**src/dfm_pkg.sv**
```systemverilog
/*
 fault monitor package: register map, fault bit layout, reset values,
 sensor carrier struct.
 assumes a 32-bit classic wishbone slave with word-aligned byte addresses.
*/
package dfm_pkg;

	// register byte offsets
	localparam logic [7:0] DFM_OFS_FLAGS   = 8'h00; // sticky fault flags, w1c
	localparam logic [7:0] DFM_OFS_ENABLE  = 8'h04; // per-fault enable
	localparam logic [7:0] DFM_OFS_VDC_HI  = 8'h08; // motor bus upper level
	localparam logic [7:0] DFM_OFS_VDC_LO  = 8'h0C; // motor bus lower level
	localparam logic [7:0] DFM_OFS_PVDC_HI = 8'h10; // pfc bus upper level
	localparam logic [7:0] DFM_OFS_PVDC_LO = 8'h14; // pfc bus lower level
	localparam logic [7:0] DFM_OFS_VCRIT   = 8'h18; // critical bus level
	localparam logic [7:0] DFM_OFS_TEMP_HI = 8'h1C; // temperature level
	localparam logic [7:0] DFM_OFS_VAC_HI  = 8'h20; // ac upper level
	localparam logic [7:0] DFM_OFS_VAC_LO  = 8'h24; // ac lower level
	localparam logic [7:0] DFM_OFS_FREQ    = 8'h28; // nominal line frequency
	localparam logic [7:0] DFM_OFS_LINK_TO = 8'h2C; // uart silence limit
	localparam logic [7:0] DFM_OFS_HALL_TO = 8'h30; // hall edge limit
	localparam logic [7:0] DFM_OFS_CTRL    = 8'h34; // bit0 hall mode
	localparam logic [7:0] DFM_OFS_STATUS  = 8'h38; // output state

	// fault bit positions
	localparam int DFM_B_GKILL  = 0;
	localparam int DFM_B_CRITOV = 1;
	localparam int DFM_B_DCOV   = 2;
	localparam int DFM_B_DCUV   = 3;
	localparam int DFM_B_PLL    = 4;
	localparam int DFM_B_OVTEMP = 5;
	localparam int DFM_B_RLOCK  = 6;
	localparam int DFM_B_EXEC   = 7;
	localparam int DFM_B_PHLOSS = 8;
	localparam int DFM_B_PARAM  = 9;
	localparam int DFM_B_LINK   = 10;
	localparam int DFM_B_HALLIN = 11;
	localparam int DFM_B_HALLTO = 12;
	localparam int DFM_B_PGKILL = 13;
	localparam int DFM_B_PDCOV  = 14;
	localparam int DFM_B_PDCUV  = 15;
	localparam int DFM_B_PACOV  = 16;
	localparam int DFM_B_PACUV  = 17;
	localparam int DFM_B_PFREQ  = 18;
	localparam int DFM_B_PPARAM = 19;
	localparam int DFM_NFLT     = 20;

	// unmaskable faults ignore the enable register
	localparam logic [19:0] DFM_UNMASK = 20'h0_2003;

	// reset values
	localparam logic [19:0] DFM_RST_ENABLE = 20'hF_FFFF;
	localparam logic [15:0] DFM_RST_LEVEL  = 16'h0000;
	localparam logic [15:0] DFM_RST_MAXLVL = 16'hFFFF;
	localparam logic [31:0] DFM_RST_TIMEO  = 32'h0001_E848;

	// load above this percentage is an execution fault
	localparam logic [7:0] DFM_LOAD_LIMIT = 8'h5F;
	// valid hall codes are 1..6; 0 and 7 are illegal
	localparam logic [2:0] DFM_HALL_ZERO = 3'h0;
	localparam logic [2:0] DFM_HALL_SEVEN = 3'h7;

	// sensor inputs travelling together
	typedef struct packed {
		logic        mot_oc;     // motor over-current comparator
		logic        pfc_oc;     // pfc over-current comparator
		logic [15:0] vdc;        // motor bus voltage
		logic [15:0] pfc_vdc;    // pfc bus voltage
		logic [15:0] vac;        // ac input voltage
		logic [15:0] freq;       // measured line frequency
		logic [15:0] temp;       // temperature
		logic        pll_lost;   // flux pll out of lock
		logic        rotor_lock; // rotor stalled while driven
		logic [7:0]  cpu_load;   // load in percent
		logic        phase_open; // a motor phase is disconnected
		logic        par_bad;    // motor parameter block invalid
		logic        pfc_par_bad;// pfc parameter block invalid
		logic        uart_rx;    // one-cycle pulse per received byte
		logic [2:0]  hall;       // sampled hall inputs
	} dfm_sense_t;

endpackage

```
**src/dfm_top.sv**
```systemverilog
/*
 drive fault monitor: latches sticky fault flags from sensor inputs,
 kills motor and pfc pwm on over-current, applies zero-vector braking
 on critical bus over-voltage, and exposes registers over wishbone.
 assumes sensor inputs synchronous to clk_sys and a classic wishbone
 master that holds each request until ack.
*/
`timescale 1ns/1ps
module dfm_top
(
	// clock and reset
	input  wire logic              clk_sys,
	input  wire logic              reset_n,
	// wishbone slave
	input  wire logic              wb_cyc_i,
	input  wire logic              wb_stb_i,
	input  wire logic              wb_we_i,
	input  wire logic [7:0]        wb_adr_i,
	input  wire logic [3:0]        wb_sel_i,
	input  wire logic [31:0]       wb_dat_i,
	output logic      [31:0]       wb_dat_o,
	output logic                   wb_ack_o,
	// sensors
	input  wire dfm_pkg::dfm_sense_t sense,
	// pwm requests from the modulator
	input  wire logic [2:0]        pwm_hi_req,
	input  wire logic [2:0]        pwm_lo_req,
	input  wire logic [1:0]        pfc_pwm_req,
	// gated pwm and shutdown
	output logic      [2:0]        pwm_hi,
	output logic      [2:0]        pwm_lo,
	output logic      [1:0]        pfc_pwm,
	output logic                   mot_shutdown,
	output logic                   pfc_shutdown
);
	import dfm_pkg::*;

	// sticky flags and their enables
	logic [19:0] flags;
	logic [19:0] enable;

	// threshold and limit registers
	logic [15:0] vdc_hi;
	logic [15:0] vdc_lo;
	logic [15:0] pvdc_hi;
	logic [15:0] pvdc_lo;
	logic [15:0] vcrit;
	logic [15:0] temp_hi;
	logic [15:0] vac_hi;
	logic [15:0] vac_lo;
	logic [15:0] freq_nom;
	logic [31:0] link_to;
	logic [31:0] hall_to;
	logic        hall_mode;

	// watchdog counters and hall history
	logic [31:0] link_cnt;
	logic [31:0] hall_cnt;
	logic [2:0]  hall_prev;

	// fault decode and bus strobes
	logic [19:0] event_now;
	logic [19:0] w1c;
	logic [19:0] active;
	logic        wr_stb;
	logic        rd_stb;
	logic [31:0] wmask;
	logic [31:0] next_rdata;

	// shutdown paths
	logic        mot_trip;
	logic        mot_kill;
	logic        pfc_kill;
	logic        brake;

	// a transfer is taken once per request: ack drops in the next cycle
	assign wr_stb = wb_cyc_i & wb_stb_i & wb_we_i & ~wb_ack_o;
	assign rd_stb = wb_cyc_i & wb_stb_i & ~wb_we_i & ~wb_ack_o;
	assign wmask  = {{8{wb_sel_i[3]}}, {8{wb_sel_i[2]}},
	                 {8{wb_sel_i[1]}}, {8{wb_sel_i[0]}}};

	// fault conditions sampled every cycle
	always_comb
	begin
		event_now = '0;
		event_now[DFM_B_GKILL]  = sense.mot_oc;
		event_now[DFM_B_CRITOV] = sense.vdc > vcrit;
		event_now[DFM_B_DCOV]   = sense.vdc > vdc_hi;
		event_now[DFM_B_PDCOV]  = sense.pfc_vdc > pvdc_hi;
		event_now[DFM_B_DCUV]   = sense.vdc < vdc_lo;
		event_now[DFM_B_PDCUV]  = sense.pfc_vdc < pvdc_lo;
		event_now[DFM_B_PLL]    = sense.pll_lost;
		event_now[DFM_B_OVTEMP] = sense.temp > temp_hi;
		event_now[DFM_B_RLOCK]  = sense.rotor_lock;
		event_now[DFM_B_EXEC]   = sense.cpu_load > DFM_LOAD_LIMIT;
		event_now[DFM_B_PHLOSS] = sense.phase_open;
		event_now[DFM_B_PARAM]  = sense.par_bad;
		event_now[DFM_B_LINK]   = link_cnt > link_to;
		event_now[DFM_B_HALLIN] = (sense.hall == DFM_HALL_ZERO) |
		                          (sense.hall == DFM_HALL_SEVEN);
		event_now[DFM_B_HALLTO] = hall_mode & (hall_cnt > hall_to);
		event_now[DFM_B_PGKILL] = sense.pfc_oc;
		event_now[DFM_B_PACOV]  = sense.vac > vac_hi;
		event_now[DFM_B_PACUV]  = sense.vac < vac_lo;
		event_now[DFM_B_PFREQ]  = sense.freq != freq_nom;
		event_now[DFM_B_PPARAM] = sense.pfc_par_bad;
	end

	// write-one-to-clear strobes for the flag register
	assign w1c = (wr_stb && wb_adr_i == DFM_OFS_FLAGS) ?
	             (wb_dat_i[19:0] & wmask[19:0]) : '0;

	// sticky flags, one per fault; a new event beats a clear
	genvar gi;
	generate
		for (gi = 0; gi < DFM_NFLT; gi++)
		begin : g_flag
			always_ff @(posedge clk_sys or negedge reset_n)
			begin
				if (!reset_n)
					flags[gi] <= 1'b0;
				else if (event_now[gi])
					flags[gi] <= 1'b1;
				else if (w1c[gi])
					flags[gi] <= 1'b0;
			end
		end
	endgenerate

	// faults that reach the shutdown path
	assign active = flags & (enable | DFM_UNMASK);
	// the live condition also kills so the first pwm edge is already off
	assign mot_trip = active[DFM_B_GKILL] | sense.mot_oc;
	assign mot_kill = mot_trip |
	                  (|(active & ~DFM_UNMASK & 20'h0_1FFC));
	assign pfc_kill = active[DFM_B_PGKILL] | sense.pfc_oc |
	                  (|(active & ~DFM_UNMASK & 20'hF_C000));
	// no fault but over-current ends braking; a critical level always comes
	// with a bus window fault, so letting it win would never brake
	assign brake    = (active[DFM_B_CRITOV] | event_now[DFM_B_CRITOV])
	                  & ~mot_trip;

	// uart silence counter, restarted by each received byte
	always_ff @(posedge clk_sys or negedge reset_n)
	begin
		if (!reset_n)
			link_cnt <= '0;
		else if (sense.uart_rx)
			link_cnt <= '0;
		else if (link_cnt <= link_to)
			link_cnt <= link_cnt + 32'h0000_0001; // saturates past limit
	end

	// hall edge watchdog; only runs in hall mode
	always_ff @(posedge clk_sys or negedge reset_n)
	begin
		if (!reset_n)
		begin
			hall_cnt  <= '0;
			hall_prev <= '0;
		end
		else
		begin
			hall_prev <= sense.hall;
			if (!hall_mode || sense.hall != hall_prev)
				hall_cnt <= '0;
			else if (hall_cnt <= hall_to)
				hall_cnt <= hall_cnt + 32'h0000_0001;
		end
	end

	// pwm gating: over-current beats braking, braking beats other faults
	always_ff @(posedge clk_sys or negedge reset_n)
	begin
		if (!reset_n)
		begin
			pwm_hi       <= '0;
			pwm_lo       <= '0;
			pfc_pwm      <= '0;
			mot_shutdown <= 1'b0;
			pfc_shutdown <= 1'b0;
		end
		else
		begin
			mot_shutdown <= mot_kill | brake;
			pfc_shutdown <= pfc_kill;
			if (mot_trip)
			begin
				pwm_hi <= '0;
				pwm_lo <= '0;
			end
			else if (brake)
			begin
				pwm_hi <= '0;
				pwm_lo <= 3'h7;
			end
			else if (mot_kill)
			begin
				pwm_hi <= '0;
				pwm_lo <= '0;
			end
			else
			begin
				pwm_hi <= pwm_hi_req;
				pwm_lo <= pwm_lo_req;
			end
			pfc_pwm <= pfc_kill ? 2'h0 : pfc_pwm_req;
		end
	end

	// configuration registers with byte-lane writes
	always_ff @(posedge clk_sys or negedge reset_n)
	begin
		if (!reset_n)
		begin
			enable    <= DFM_RST_ENABLE;
			vdc_hi    <= DFM_RST_MAXLVL;
			vdc_lo    <= DFM_RST_LEVEL;
			pvdc_hi   <= DFM_RST_MAXLVL;
			pvdc_lo   <= DFM_RST_LEVEL;
			vcrit     <= DFM_RST_MAXLVL;
			temp_hi   <= DFM_RST_MAXLVL;
			vac_hi    <= DFM_RST_MAXLVL;
			vac_lo    <= DFM_RST_LEVEL;
			freq_nom  <= DFM_RST_LEVEL;
			link_to   <= DFM_RST_TIMEO;
			hall_to   <= DFM_RST_TIMEO;
			hall_mode <= 1'b0;
		end
		else if (wr_stb)
		begin
			case (wb_adr_i)
				// fault enables, one bit per flag
				DFM_OFS_ENABLE:
					enable <= (enable & ~wmask[19:0]) |
					          (wb_dat_i[19:0] & wmask[19:0]);
				// motor bus window
				DFM_OFS_VDC_HI:
					vdc_hi <= (vdc_hi & ~wmask[15:0]) |
					          (wb_dat_i[15:0] & wmask[15:0]);
				DFM_OFS_VDC_LO:
					vdc_lo <= (vdc_lo & ~wmask[15:0]) |
					          (wb_dat_i[15:0] & wmask[15:0]);
				// pfc bus window
				DFM_OFS_PVDC_HI:
					pvdc_hi <= (pvdc_hi & ~wmask[15:0]) |
					           (wb_dat_i[15:0] & wmask[15:0]);
				DFM_OFS_PVDC_LO:
					pvdc_lo <= (pvdc_lo & ~wmask[15:0]) |
					           (wb_dat_i[15:0] & wmask[15:0]);
				// critical level that starts braking
				DFM_OFS_VCRIT:
					vcrit <= (vcrit & ~wmask[15:0]) |
					         (wb_dat_i[15:0] & wmask[15:0]);
				// temperature level
				DFM_OFS_TEMP_HI:
					temp_hi <= (temp_hi & ~wmask[15:0]) |
					           (wb_dat_i[15:0] & wmask[15:0]);
				// ac window
				DFM_OFS_VAC_HI:
					vac_hi <= (vac_hi & ~wmask[15:0]) |
					          (wb_dat_i[15:0] & wmask[15:0]);
				DFM_OFS_VAC_LO:
					vac_lo <= (vac_lo & ~wmask[15:0]) |
					          (wb_dat_i[15:0] & wmask[15:0]);
				// nominal line frequency, compared for equality
				DFM_OFS_FREQ:
					freq_nom <= (freq_nom & ~wmask[15:0]) |
					            (wb_dat_i[15:0] & wmask[15:0]);
				// watchdog limits in cycles; a partial lane write keeps
				// the other bytes, so a limit can be changed in pieces
				DFM_OFS_LINK_TO:
					link_to <= (link_to & ~wmask) | (wb_dat_i & wmask);
				DFM_OFS_HALL_TO:
					hall_to <= (hall_to & ~wmask) | (wb_dat_i & wmask);
				DFM_OFS_CTRL:
					if (wb_sel_i[0])
						hall_mode <= wb_dat_i[0];
				default:
					hall_mode <= hall_mode; // unmapped writes are dropped
			endcase
		end
	end

	// read mux; unmapped addresses read zero
	always_comb
	begin
		next_rdata = '0;
		case (wb_adr_i)
			DFM_OFS_FLAGS:   next_rdata[19:0] = flags;
			DFM_OFS_ENABLE:  next_rdata[19:0] = enable;
			DFM_OFS_VDC_HI:  next_rdata[15:0] = vdc_hi;
			DFM_OFS_VDC_LO:  next_rdata[15:0] = vdc_lo;
			DFM_OFS_PVDC_HI: next_rdata[15:0] = pvdc_hi;
			DFM_OFS_PVDC_LO: next_rdata[15:0] = pvdc_lo;
			DFM_OFS_VCRIT:   next_rdata[15:0] = vcrit;
			DFM_OFS_TEMP_HI: next_rdata[15:0] = temp_hi;
			DFM_OFS_VAC_HI:  next_rdata[15:0] = vac_hi;
			DFM_OFS_VAC_LO:  next_rdata[15:0] = vac_lo;
			DFM_OFS_FREQ:    next_rdata[15:0] = freq_nom;
			DFM_OFS_LINK_TO: next_rdata = link_to;
			DFM_OFS_HALL_TO: next_rdata = hall_to;
			DFM_OFS_CTRL:    next_rdata[0] = hall_mode;
			DFM_OFS_STATUS:  next_rdata[2:0] = {brake, pfc_kill, mot_kill};
			default:         next_rdata = '0;
		endcase
	end

	// one-cycle ack, registered read data
	always_ff @(posedge clk_sys or negedge reset_n)
	begin
		if (!reset_n)
		begin
			wb_ack_o <= 1'b0;
			wb_dat_o <= '0;
		end
		else
		begin
			wb_ack_o <= wr_stb | rd_stb;
			wb_dat_o <= rd_stb ? next_rdata : '0;
		end
	end

endmodule

```
**config.mk**
```make
export PLATFORM = sky130hd
export DESIGN_NAME = dfm_top
export DESIGN_NICKNAME = d
export VERILOG_FILES = /design/src/dfm_pkg.sv /design/src/dfm_top.sv
export SDC_FILE = /design/constraint.sdc
export NUM_CORES = 1
export LEC_CHECK = 0
export ABC_AREA = 1
export BUFFER_PORTS_ARGS = -buffer_cell sky130_fd_sc_hd__buf_4
export CAP_MARGIN = 5
export CORE_ASPECT_RATIO = 0.6
export CORE_MARGIN = 2
export CORE_UTILIZATION = 40
export DETAILED_ROUTE_END_ITERATION = 8
export GPL_TIMING_DRIVEN = 0
export RECOVER_POWER = 25
export SLEW_MARGIN = 20
export SYNTH_ARGS = -nofsm -noshare
export SYNTH_HDL_FRONTEND = slang
export SYNTH_SLANG_ARGS = --single-unit
```
**constraint.sdc**
```tcl
create_clock -name clk_sys -period 2.4 [get_ports clk_sys]
set_clock_uncertainty 0.05 [all_clocks]
set_input_delay 0.48 -clock clk_sys [delete_from_list [all_inputs] [get_ports clk_sys]]
set_output_delay 0.48 -clock clk_sys [all_outputs]
set_load 0.005 [all_outputs]
```
==> results of run 1 <==
==> cell usage in the layout, fill, tap and decap left out, types with 114 or more instances in the layout <==
| master | n |
|---|---|
| a21oi_1 | 114 |
| o21ai_0 | 200 |
| nand2_1 | 605 |
| ha_1 | 187 |
| dfrtp_1 | 238 |
| buf_4 | 154 |
| dfstp_2 | 114 |
| nor2_1 | 194 |
| inv_1 | 381 |
| o22ai_1 | 155 |
==> metal layers <==
layer	routed length (µm)	GRT usage, %	vias to the layer above
met3	9820	7.99	84
met1	39400	45.6	9991
li1	-	-	9620
met4	1470	5.82	2
met5	13	0	-
met2	31100	38.3	1002
==> worst max path at each step <==
stage | startpoint | endpoint | slack [ps] | depth (start not counted)
after floorplan | flip-flop | link_cnt[23] | 290 | 12
after global placement | reset_n | hall_cnt[21] | -2730 | 1
after detailed placement | wb_adr_i[0] | flags[11] | -810 | 11
after CTS | wb_adr_i[0] | flags[11] | -20 | 11
after global routing | flip-flop | hall_cnt[20] | -30 | 12
final | wb_adr_i[2] | wb_dat_o[5] | 80 | 11
==> critical path, stage by stage <==
cell      delay [ps]
buf_4            110
inv_1             50
nand3_1          200
inv_1            110
nand2_1          420
clkbuf_1         610
o22ai_1          160
nor2_1           110
nand2_1           50
nor2_1           230
nor2_1           100
==> where the power goes <==
| part | switching (mW) | total [mW] | leakage [nW] | internal [mW] |
|---|---|---|---|---|
| logic | 0.689 | 1.06 | 7.53 | 0.368 |
| registers | 0.0296 | 6.15 | 4.26 | 6.12 |
| clock network | 2.62 | 6.25 | 0.639 | 3.63 |
| total | 3.34 | 13.5 | 12.4 | 10.1 |
==> timing repair <==
action / 4_1_cts / 5_1_grt
setup endpoints to repair: 102 / 172
buffers inserted: 2 / 7
pin swaps: 2 / 11
resized for setup: 38 / 86
hold buffers: 4 / 0
endpoints found under the hold margin: 37 / 0
==> metrics by stage <==
stage                     worst slack (ps)  instances  util, %  cell area, µm²
after global placement               -2730       3635     45.2           24000
after global routing                 -33.6       3720     48.7           25800
after CTS                            -16.0       3713     48.2           25600
after floorplan                        292       2740        -           21600
final                                 82.8       3722     48.7           25800
after detailed placement              -815       3639     45.4           24100
==> cell type report <==
class	instances	area, µm²
timing repair buffer	209	1650
clock inverter	15	179
sequential	359	9140
multi-input combinational	1899	11000
antenna	2	5.00
fill	5287	27200
tap	703	880
clock buffer	53	1100
buffer	85	425
inverter	397	1490
==> kinds of logic after synthesis <==
group                      after synthesis  synth area share (%)
DFF                                    359                  42.2
buffers and inverters                  482                  8.50
adders and majority gates              191                  11.0
AOI/OAI and AO/OA                      526                  13.5
xor gates and xnor gates                71                  2.87
and+or+nand+nor                       1111                  21.9
==> metrics.txt, run 1 <==
CTS Buf Count 37; DIE AREA ~0.056 mm²; status finished clean; GRT Util Overall 28.9%; Synth top cells by count 620 x nand2_1, 384 x inv_1, 245 x dfrtp_1; Slew Limit Fails 0; sequential area share after synthesis ~42%; leak pwr ~12 nW; fin nets approximately 3300; Hold Path Class in -> reg; Num Clock Sinks between 300 and 400; Min Hold Slack slightly above 70 ps; post-synth top area share 28.3%; vias in the first global route 19600; Syn Nets between 3000 and 4000; GP Congestion ~0.96; DR WL/cell between 20 and 25 µm; Max VDD drop between 0.0004 and 0.0005 V; Iteration-0 DRC Markers between 2000 and 2500; core area between 0.05 and 0.06 mm²; Starting Density just over 40%; Final setup viols 0; Site Rows 65; antenna violations before repair 2; largest net degree at the start of global routing slightly above 90; Synth Cell Area 0.0216 mm²; top-count cell post-synth nand2_1; Primary FF master, synth dfrtp_1; Antenna Nets Post-Route 0; Worst R2R Path Depth 10; TritonCTS clock tree built; DR pass1 iterations 6; Root Buffer clkbuf_16; Hold Path Sink flags[6]; total chip power approximately 13 mW; crit path kind in -> reg; Period Utilization, post-route 96.5%; IO buf count approximately 190; Skew-Pair Late Insertion Delay roughly 550 ps; worst-margin pin slew a little under 1000 ps; Crit. End Element flip-flop; clk buf depth 3; Post-synth EDFFs 0; CP max FO 10; cell depth of the worst hold path 3; worst r2r dst link_cnt[14]; Critical Path AT about 2600 ps; Slew HR 35.9%; Layout Area Growth over Synthesis 19.3%; register bit total from synthesis between 300 and 400; Max-Cap Viols 0; synth unique cells 44; post-synth top area cell dfrtp_1; Final Hold Vio Count 0; Synth async-reset ratio 100%; critical path launch point type primary input; Syn Inst Count between 2000 and 3000; grt ovf 0; Hold Crit Start sense[15]; Die Y between 150 and 200 µm; RSZ-0062 raised after global routing true; die width 304 µm; Total Wirelength 81800 µm; vias per std cell approximately 5.6; layout cell share with drive strength beyond 1 between 15 and 20%; vias between 20000 and 25000; Final min period between 2000 and 2500 ps; Fmax 432 MHz; # DRC 0; Total Neg Setup Slack 0 ps; Crit path required time between 2000 and 3000 ps; htree depth 2; Worst-path clk slew 60 ps; Mapped Avg Cell Area about 8 µm²; first-pass GRT wire length around 120000 µm; HPWL after DPL 64900 µm; Ports about 200; PD cells roughly 520 mW/mm²; top area cells in the synthesized netlist dfrtp_1 28%, dfstp_2 14%, ha_1 11%; reg2reg setup slack around 90 ps; YS warnings 0
Note: power is estimated with default switching activity, not from simulation.
==> inputs of run 2 (changes only) <==
--- a/config.mk
+++ b/config.mk
@@ -5,11 +5,9 @@
 export SDC_FILE = /design/constraint.sdc
 export NUM_CORES = 1
 export LEC_CHECK = 0
-export ABC_AREA = 1
 export BUFFER_PORTS_ARGS = -buffer_cell sky130_fd_sc_hd__buf_4
 export CAP_MARGIN = 5
 export CORE_ASPECT_RATIO = 0.6
-export CORE_MARGIN = 2
 export CORE_UTILIZATION = 40
 export DETAILED_ROUTE_END_ITERATION = 8
 export GPL_TIMING_DRIVEN = 0
==> metrics.txt, run 2 <==
post-synth top area share around 30%; vias per std cell 5.93; Skew-Pair Late Insertion Delay 550 ps; Synth Cell Area 0.0208 mm²; layout cell share with drive strength beyond 1 about 40%; clk buf depth 3; Total Neg Setup Slack -36770 ps; leak pwr 11.4 nW; status finished, violations left; YS warnings 0; Hold Path Class in -> reg; die width between 200 and 300 µm; vias about 18000; post-synth top area cell dfrtp_1; HPWL after DPL a little under 60000 µm; commonest non-fill, non-tap cells in the layout 264 x buf_4, 245 x dfrtp_1, 229 x mux2_2; reg2reg setup slack -690 ps; failing checks negative setup slack; top area cells in the synthesized netlist dfrtp_1 30%, dfstp_2 14%, mux2_2 12%; sequential area share after synthesis between 40% and 50%; largest net degree at the start of global routing 96; CP max FO 6; DR WL/cell ~26 µm; RSZ-0062 raised after global routing true; Crit path required time between 2000 and 3000 ps; Syn Nets ~2300; Max VDD drop 0.000574 V; TritonCTS clock tree built; Syn Inst Count about 2000; grt ovf 0; vias in the first global route ~18000; cell depth of the worst hold path 2; first-pass GRT wire length between 100000 and 150000 µm; Primary FF master, synth dfrtp_1; slack of the critical path -686 ps; CTS Buf Count 38; commonest non-fill, non-tap cell in the layout buf_4; fin nets around 2600; Fmax 324 MHz; Final setup viols approximately 140; Antenna Nets Post-Route 0; Max-Cap Viols 0; Worst-path clk slew about 60 ps; antenna violations before repair 5; Critical Path AT between 3000 and 4000 ps; core area about 0.051 mm²; critical path launch point type flip-flop; Worst R2R Path Depth 12; Layout Area Growth over Synthesis 28.4%; # DRC 0; GRT Util Overall a little under 30%; Mapped Avg Cell Area around 11 µm²; Slew HR about a quarter; Synth async-reset ratio 100%; Post-synth EDFFs 0; Root Buffer clkbuf_16; crit path kind reg -> reg; Ports around 200; total chip power 14.6 mW; DIE AREA 0.0529 mm²; Synth top cells by count 245 x dfrtp_1, 229 x mux2_2, 216 x inv_1; Site Rows 64; Iteration-0 DRC Markers ~1900; Num Clock Sinks between 300 and 400; Slew Limit Fails 0; Final min period a little over 3000 ps; DR pass1 iterations 6; crit path capture hall_cnt[8]; register bit total from synthesis around 360; worst r2r dst hall_cnt[8]; Period Utilization, post-route 129%; top-count cell post-synth dfrtp_1; Final Hold Vio Count 0; synth unique cells 67; GP Congestion about 1; Die Y ~180 µm; IO buf count ~190; PD cells 547 mW/mm²; Total Wirelength 77600 µm; htree depth 2; Starting Density 40.7%; Crit. End Element flip-flop; worst-margin pin slew 1150 ps
[run 2: cell types whose count changed after synthesis, sizes merged, moves of 37 or more]
cell   before  now
inv       395  216
xor2       38    0
nand4      95   57
a21o        1   38
o22ai     155    0
o21ai     222   43
nand2     627  124
mux2        0  231
nand3     105   44
nor2      220   76
a22oi       0   60
[run 2: where the power goes]
group / leakage, nW / internal [mW] / switching (mW) / total (mW)
Sequential: 4.48 / 6.12 / 0.0557 / 6.17
Combinational: 6.35 / 1.19 / 1.26 / 2.44
Clock: 0.597 / 3.39 / 2.58 / 5.97
Total: 11.4 / 10.7 / 3.89 / 14.6
[run 2: cell type report]
type                    count  area [µm²]
multi-input cells        1319       11700
fillers                  4536       24400
flip-flops and latches    359        9130
inverters                 216         816
diodes                      1        2.50
repair buffers            301        2530
clock buffers              65        1200
well taps                 693         867
clock inverters             5        27.5
plain buffers              61         370
[run 2: cell families (layout without fill, tap and decap cells)]
logic type / Yosys count / in the layout / share of synthesized area [%]
other: 0 / 1 / 0
adders and majority gates: 191 / 191 / 11.5
AOI/OAI and AO/OA: 419 / 419 / 14.2
and+or+nand+nor: 445 / 445 / 11.3
buffers and inverters: 283 / 648 / 5.15
xor gates and xnor gates: 28 / 28 / 1.18
DFF: 359 / 359 / 43.9
muxes: 236 / 236 / 12.8
[run 2: worst min path at each step]
stage | from | endpoint | slack, ps
6_report | sense[16] | flags[4] | 60
2_1_floorplan | reset_n | async pin | 130
3_3_place_gp | flags[19] | flags[19] | 450
4_1_cts | sense[1] | hall_prev[1] | 6
3_5_place_dp | reset_n | async pin | 360
5_1_grt | sense[14] | flags[7] | 60
[run 2: timing repair]
action,CTS,global route
hold buffers,2,0
setup buffers,61,40
resized for setup,156,130
setup endpoints to repair,348,244
pin swaps,63,82
endpoints found under the hold margin,16,0
gates cloned,3,2
[run 2: per-stage QoR]
step,hold WS (ps),cells,setup slack (ps),utilization (%),instance area [µm²]
final,63.4,3020,-686,52.2,26700
after global routing,63.1,3019,-762,52.2,26700
after CTS,6.08,2983,-598,50.6,25900
after detailed placement,361,2850,-1470,45.9,23400
after global placement,447,2846,-2690,45.6,23300
after floorplan,134,1961,-396,-,21000
[run 2: routing by layer]
layer | share of wire [%] | vias up | global-route usage (%) | routed length, µm
met2 | 41 | 807 | 41.3 | 31800
met5 | 0.041 | - | 0 | 32
met4 | 2.4 | 6 | 6.74 | 1860
met1 | 46 | 9095 | 43.1 | 35700
met3 | 11 | 135 | 8.26 | 8240
li1 | - | 7871 | - | -
[run 2: worst max-delay path: stages, from the launching register on]
cell	delay (ps)
dfstp_2	570
inv_4	50
ha_4	260
nand4_1	240
nor4_4	410
nand2_2	110
buf_6	140
o311a_4	130
or2_4	300
buf_6	140
buf_6	130
or3_1	320
a21oi_1	150
